## config.mk

```make
export PLATFORM = sky130hd
export DESIGN_NAME = ctm_monitor_regs
export DESIGN_NICKNAME = d
export VERILOG_FILES = /design/src/verilog/ctm_pkg.sv /design/src/verilog/ctm_monitor_regs.sv
export SDC_FILE = /design/constraint.sdc
export NUM_CORES = 1
export LEC_CHECK = 0
export ABC_AREA = 1
export BUFFER_PORTS_ARGS = -buffer_cell sky130_fd_sc_hd__buf_2
export CORE_MARGIN = 8
export CORE_UTILIZATION = 44
export DETAILED_ROUTE_END_ITERATION = 8
export PLACE_DENSITY = 0.74
export REMOVE_ABC_BUFFERS = 1
export SLEW_MARGIN = 0
export SYNTH_ARGS = -nofsm -noshare
export SYNTH_HDL_FRONTEND = slang
export SYNTH_SLANG_ARGS = --single-unit
export TNS_END_PERCENT = 5
```

## constraint.sdc

```tcl
create_clock -name clock -period 1.4 [get_ports clock]
set_input_delay 0 -clock clock [delete_from_list [all_inputs] [get_ports clock]]
set_output_delay 0 -clock clock [all_outputs]
set_load 0.05 [all_outputs]
```

## src/verilog/ctm_pkg.sv

```systemverilog
// package: register map, field layout and types for the clock-tree monitor
`default_nettype none
package ctm_pkg;
  // ----------------------------------------
  // register offsets
  // ----------------------------------------
  localparam logic [7:0] ADDR_PLL_R_FACTOR_MONITOR = 8'h64;
  localparam logic [7:0] ADDR_DSP_CLOCK_DIVIDER_MONITOR = 8'h65;
  localparam logic [7:0] ADDR_DAC_CLOCK_DIVIDER_MONITOR = 8'h66;
  localparam logic [7:0] ADDR_PUMP_CLOCK_DIVIDER_MONITOR = 8'h67;
  localparam logic [7:0] ADDR_OVERSAMPLE_DIVIDER_MONITOR = 8'h68;
  localparam logic [7:0] ADDR_PLL_STATE_MONITOR = 8'h69;
  // ----------------------------------------
  // field positions and reset values
  // ----------------------------------------
  localparam int R_FACTOR_W = 4;
  localparam int DIVIDE_W = 7;
  localparam int SOURCE_W = 3;
  localparam int PLL_RUNNING_BIT = 4;
  localparam int STATE_RSVD_LO_BIT = 3;
  localparam logic [7:0] RESERVED_RESET = 8'h00;
  // ----------------------------------------
  // pll reference codes
  // ----------------------------------------
  typedef enum logic [2:0] {
    CTM_SRC_MASTER_CLOCK = 3'h0,
    CTM_SRC_BIT_CLOCK = 3'h1,
    CTM_SRC_INTERNAL_OSCILLATOR = 3'h2,
    CTM_SRC_GPIO_PIN = 3'h3
  } ctm_source_t;
  // ----------------------------------------
  // one clock-tree setting: ratio-minus-one codes, the pll running flag and the pll source code
  // ----------------------------------------
  typedef struct packed {
    logic [3:0] pll_r_factor;
    logic [6:0] dsp_divide;
    logic [6:0] dac_divide;
    logic [6:0] pump_divide;
    logic [6:0] oversample_divide;
    logic pll_running;
    logic [2:0] pll_source;
  } ctm_setting_t;
  // register port request
  typedef struct packed {
    logic rd;
    logic wr;
    logic [7:0] addr;
    logic [7:0] wdata;
  } ctm_req_t;
endpackage
`default_nettype wire
```

## src/verilog/ctm_monitor_regs.sv

```systemverilog
// clock-tree monitor registers, read through the control port
`timescale 1ns/1ps
`default_nettype none
module ctm_monitor_regs (
  // clock and reset
  input wire logic clock,
  input wire logic rst,
  // clock generator settings
  input wire logic auto_set_active,
  input wire ctm_pkg::ctm_setting_t auto_setting,
  input wire ctm_pkg::ctm_setting_t programmed_setting,
  // control port
  input wire ctm_pkg::ctm_req_t req,
  output logic [7:0] rdata,
  output logic rvalid
);
  import ctm_pkg::*;

  // ----------------------------------------
  // register select lines, one per offset
  // ----------------------------------------
  localparam int SEL_R = 0;
  localparam int SEL_DSP = 1;
  localparam int SEL_DAC = 2;
  localparam int SEL_PUMP = 3;
  localparam int SEL_OSR = 4;
  localparam int SEL_STATE = 5;
  localparam int SEL_W = 6;

  // ----------------------------------------
  // setting in use
  // ----------------------------------------
  ctm_setting_t in_use;
  ctm_setting_t live;
  logic [7:0] rsvd_r;
  logic [7:0] rsvd_dsp;
  logic [7:0] rsvd_dac;
  logic [7:0] rsvd_pump;
  logic [7:0] rsvd_osr;
  logic [7:0] rsvd_state;
  logic [7:0] next_rdata;
  logic [SEL_W-1:0] wr_sel;
  logic [SEL_W-1:0] rd_sel;

  always_comb begin
    live = auto_set_active ? auto_setting : programmed_setting;
  end

  // one stage: a read sees the setting of the edge before it
  always_ff @(posedge clock) begin
    if (rst) begin
      in_use <= '0;
    end else begin
      in_use <= live;
    end
  end

  // ----------------------------------------
  // request decode
  // ----------------------------------------
  // offset to one-hot select; unmapped offsets select nothing
  function automatic logic [SEL_W-1:0] decode_offset(
    input logic [7:0] offset);
    logic [SEL_W-1:0] sel;
    sel = '0;
    unique case (offset)
      ADDR_PLL_R_FACTOR_MONITOR: begin
        sel[SEL_R] = 1'h1;
      end
      ADDR_DSP_CLOCK_DIVIDER_MONITOR: begin
        sel[SEL_DSP] = 1'h1;
      end
      ADDR_DAC_CLOCK_DIVIDER_MONITOR: begin
        sel[SEL_DAC] = 1'h1;
      end
      ADDR_PUMP_CLOCK_DIVIDER_MONITOR: begin
        sel[SEL_PUMP] = 1'h1;
      end
      ADDR_OVERSAMPLE_DIVIDER_MONITOR: begin
        sel[SEL_OSR] = 1'h1;
      end
      ADDR_PLL_STATE_MONITOR: begin
        sel[SEL_STATE] = 1'h1;
      end
      default: begin
        sel = '0;
      end
    endcase
    return sel;
  endfunction

  // divider register byte: reserved bit over a ratio-minus-one code
  function automatic logic [7:0] divider_byte(input logic [7:0] rsvd,
    input logic [DIVIDE_W-1:0] code);
    return {rsvd[DIVIDE_W], code};
  endfunction

  // divider reserved bit as written; the ratio bits never store
  function automatic logic [7:0] divider_rsvd(input logic [7:0] wdata);
    return {wdata[DIVIDE_W], 7'h00};
  endfunction

  always_comb begin
    wr_sel = req.wr ? decode_offset(req.addr) : '0;
    rd_sel = decode_offset(req.addr);
  end

  // ----------------------------------------
  // reserved bits: the only writable storage
  // ----------------------------------------
  // monitor fields hold no state of their own, so writes land only here
  always_ff @(posedge clock) begin
    if (rst) begin
      rsvd_r <= RESERVED_RESET;
    end else if (wr_sel[SEL_R]) begin
      rsvd_r <= {req.wdata[7:R_FACTOR_W], 4'h0};
    end
  end

  always_ff @(posedge clock) begin
    if (rst) begin
      rsvd_dsp <= RESERVED_RESET;
    end else if (wr_sel[SEL_DSP]) begin
      rsvd_dsp <= divider_rsvd(req.wdata);
    end
  end

  always_ff @(posedge clock) begin
    if (rst) begin
      rsvd_dac <= RESERVED_RESET;
    end else if (wr_sel[SEL_DAC]) begin
      rsvd_dac <= divider_rsvd(req.wdata);
    end
  end

  always_ff @(posedge clock) begin
    if (rst) begin
      rsvd_pump <= RESERVED_RESET;
    end else if (wr_sel[SEL_PUMP]) begin
      rsvd_pump <= divider_rsvd(req.wdata);
    end
  end

  always_ff @(posedge clock) begin
    if (rst) begin
      rsvd_osr <= RESERVED_RESET;
    end else if (wr_sel[SEL_OSR]) begin
      rsvd_osr <= divider_rsvd(req.wdata);
    end
  end

  always_ff @(posedge clock) begin
    if (rst) begin
      rsvd_state <= RESERVED_RESET;
    end else if (wr_sel[SEL_STATE]) begin
      rsvd_state <= {req.wdata[7:PLL_RUNNING_BIT+1], 1'h0,
        req.wdata[STATE_RSVD_LO_BIT], 3'h0};
    end
  end

  // ----------------------------------------
  // read mux
  // ----------------------------------------
  always_comb begin
    next_rdata = 8'h00;
    unique case (1'h1)
      rd_sel[SEL_R]: begin
        next_rdata = {rsvd_r[7:R_FACTOR_W], in_use.pll_r_factor};
      end
      rd_sel[SEL_DSP]: begin
        next_rdata = divider_byte(rsvd_dsp, in_use.dsp_divide);
      end
      rd_sel[SEL_DAC]: begin
        next_rdata = divider_byte(rsvd_dac, in_use.dac_divide);
      end
      rd_sel[SEL_PUMP]: begin
        next_rdata = divider_byte(rsvd_pump, in_use.pump_divide);
      end
      rd_sel[SEL_OSR]: begin
        next_rdata = divider_byte(rsvd_osr,
          in_use.oversample_divide);
      end
      rd_sel[SEL_STATE]: begin
        next_rdata = rsvd_state;
        next_rdata[PLL_RUNNING_BIT] = in_use.pll_running;
        next_rdata[SOURCE_W-1:0] = in_use.pll_source;
      end
      default: begin
        next_rdata = 8'h00;
      end
    endcase
  end

  // ----------------------------------------
  // read data register
  // ----------------------------------------
  // rdata holds between reads; rvalid marks the cycle after a read
  always_ff @(posedge clock) begin
    if (rst) begin
      rdata <= 8'h00;
      rvalid <= 1'h0;
    end else begin
      rvalid <= req.rd;
      if (req.rd) begin
        rdata <= next_rdata;
      end
    end
  end
endmodule
`default_nettype wire

```

==> flow_metrics.py <==
metrics = {
    "run_status": {
        "outcome": "complete, no violations",
    },
    "finish": {
        "area_growth_pct": 62.94,
        "n_fill_cell": 408,
        "diodes": 0,
        "nets": 644,
        "drive_gt1_share_pct": 24.46,
        "final_cell_area_sq_um": 4159,
    },
    "critical_path": {
        "rr_endpoint": "rsvd_state[3]$_SDFFE_PP0P_",
        "path_class": "input port to register",
        "slowest_stage": "dlygate4sd3_1",
        "crit_top_cell": "dlygate4sd3_1",
        "reg2regPathDepth": 3,
        "required_ns": 1.68,
        "reg2reg_slack_ns": 0.17,
        "cp-start-kind": "input port",
        "worstReg2RegStart": "rsvd_state[3]$_SDFFE_PP0P_",
        "worst_setup_path_end_kind": "register",
        "critPathMaxStageDelay_ns": 0.57,
        "cp_cell_sequence": "dlygate4sd3_1, buf_2, nand3_1, inv_2, nand2_1, a21oi_1, dlygate4sd3_1",
        "crit_fanout": 4,
        "worstPathArrival_ns": 1.65,
    },
    "synthesis": {
        "yosysMostFrequentCell": "nor2_1",
        "synth_top_cell_by_area": "dfxtp_1",
        "netlist_instances": 371,
        "ys_types": 19,
        "ys_warn_count": 0,
        "synth_seq_area_share_pct": 44.71,
        "synth_seq_cells": 57,
        "synth_area_sq_um": 2552,
        "synth_edf_count": 0,
        "avgSynthCellArea_sq_um": 6.880,
        "synthFlopType": "dfxtp_1",
        "synth_top_area_share_pct": 44.71,
        "synthTopCellsByCount": "84 x nor2_1, 58 x nand2_1, 57 x dfxtp_1",
        "synth_area_leaders": "dfxtp_1 45%, nor2_1 12%, nand3_1 10%",
        "synth-async-reset-ratio_pct": 0,
    },
    "timing": {
        "hold_ws_ns": 0.1801,
        "fin_skew_ns": 0.006199,
        "slew_headroom_pct": 71.30,
        "timing.setup.tns_ns": 0,
        "fin_crit_ns": 1.364,
        "hold_viol": 0,
        "worst_pin_slew_ns": 0.4300,
        "fmax_mhz": 732.9,
        "finalCritPeriodShare_pct": 97.46,
        "setup_viol": 0,
        "drv_slew": 0,
    },
    "grt": {
        "grt_pass1_vias": 3282,
        "grt_max_degree": 27,
        "overflow": 0,
        "grt_usage_pct": 21.88,
        "antenna_found_initial": 0,
        "grt_pass1_wl_mm": 14.92,
    },
    "clock_network": {
        "cts_buffers": 9,
        "cts_buffer_depth": 2,
        "cts_tree": "built",
        "h-tree-depth": 3,
        "cts_num_sinks": 57,
        "clk_latency_ns": 0.34,
        "clkTransAtPathRegs_ns": 0.07,
        "clockRootBuffer": "clkbuf_8",
    },
    "placement": {
        "place_area_sq_um": 3109,
        "io_buffer_count": 98,
        "hpwl_mm": 5.238,
        "routabilityCongestion": 0.8193,
    },
    "die": {
        "fp.coreArea_sq_um": 5540,
        "die-area_sq_um": 8494,
        "die_h_um": 92.17,
        "die_w_um": 92.17,
        "initial_core_util_pct": 46.07,
        "ios": 102,
        "rows": 27,
    },
    "power_and_ir_drop": {
        "vdd.ir_drop.worst_v": 0.0007682,
        "power_density_nw_per_um2": 974.2,
        "p_leak_nw": 2.056,
    },
    "run": {
        "maxCapViolations": 0,
    },
    "hold_path": {
        "min_path_cells": 5,
        "min_path_type": "input port to register",
        "worstHoldStart": "req[8]",
        "hold_end": "rsvd_pump[7]$_SDFFE_PP0P_",
    },
    "detailed_routing": {
        "wl_mm": 9.001,
        "post_drt_via_cell_ratio": 4.935,
        "wire_per_inst_um": 14.33,
        "drtPass1Iterations": 4,
        "drtIter0Drc": 194,
        "vias": 3099,
        "drtAntennaViolNets": 0,
        "drc_errors": 0,
    },
}
registers in the layout (all words and copies together) (netlist names):
signal / flops
rsvd_dsp: 1
rsvd_pump: 1
rdata: 8
rsvd_osr: 1
rvalid: 1
in_use: 36
rsvd_r: 4
rsvd_dac: 1
rsvd_state: 4
critical path, delay by kind of cell:
kind / cells / cell delay [ns]
buffers and inverters: 4 / 1.33
AOI/OAI and AO/OA: 1 / 0.15
and+or+nand+nor: 2 / 0.17
cell type report:
class                   instances  area, sq um  area share (%)
inverters                      24        90.09           2.166
flip-flops and latches         57         1141           27.44
multi-input cells             271         1225           29.45
clock inverters                 5        77.57           1.865
repair buffers                188         1384           33.27
clock buffers                  11        151.4           3.640
well taps                      72        90.09           2.166
through the flow:
stage	power, mW	setup WS, ns	instances	util (%)
after floorplan	1.902	0.2692	352	-
after global routing	4.216	-0.01210	628	75.07
after global placement	2.097	0.2048	530	56.12
after detailed placement	2.108	0.1695	530	56.12
after CTS	4.038	0.08974	627	74.89
final	4.052	0.03556	628	75.07
report_power, final:
| part | internal, mW | total (mW) | switching [mW] | leakage [nW] |
|---|---|---|---|---|
| clock | 1.09 | 1.76 | 0.667 | 0.115 |
| combinational | 0.321 | 0.575 | 0.254 | 1.47 |
| sequential | 1.70 | 1.72 | 0.0207 | 0.470 |
layout by cell type (no fill, tap or decap), drive strengths merged:
cell         count
inv             22
nor2            92
buf            106
bufinv           2
nor3             1
clkbuf          12
dfxtp           57
nand3           51
clkinv           4
dlygate4sd3     81
a21oi           19
nand2           61
o21ai           47
clkinvlp         1
per-layer routing:
| metal | routed length [um] | part of all wire [%] | vias up | track usage [%] |
|---|---|---|---|---|
| met4 | 331 | 3.7 | 0 | 12.75 |
| met2 | 4538 | 50 | 135 | 38.08 |
| met5 | 0 | 0 | - | 0 |
| li1 | - | - | 1557 | - |
| met1 | 3377 | 38 | 1378 | 21.89 |
| met3 | 754 | 8.4 | 29 | 8.231 |
cell families after synthesis:
group / count (synthesis) / share of synthesized area (%)
AO/OA/AOI/OAI: 66 / 13.09
buffers and inverters: 43 / 7.304
flip-flops: 57 / 44.71
AND/OR/NAND/NOR: 205 / 34.90
what timing repair did:
item,4_1_cts,5_1_grt
setup endpoints to repair,0,4
hold buffers,81,0
resized for setup,0,1
buffers inserted,0,1
endpoints found under the hold margin,54,0
how the worst max path moves through the flow:
stage	startpoint	to	depth (start not counted)	slack (ns)
2_1_floorplan	req[15]	rsvd_r[5]$_SDFFE_PP0P_	7	0.27
3_3_place_gp	req[10]	rdata[1]$_SDFFE_PP0P_	10	0.20
3_5_place_dp	req[10]	rdata[2]$_SDFFE_PP0P_	10	0.17
4_1_cts	req[16]	rsvd_state[3]$_SDFFE_PP0P_	7	0.09
5_1_grt	req[16]	rsvd_state[3]$_SDFFE_PP0P_	7	-0.01
6_report	req[16]	rsvd_state[3]$_SDFFE_PP0P_	7	0.04
(Power assumes the default switching activity.)
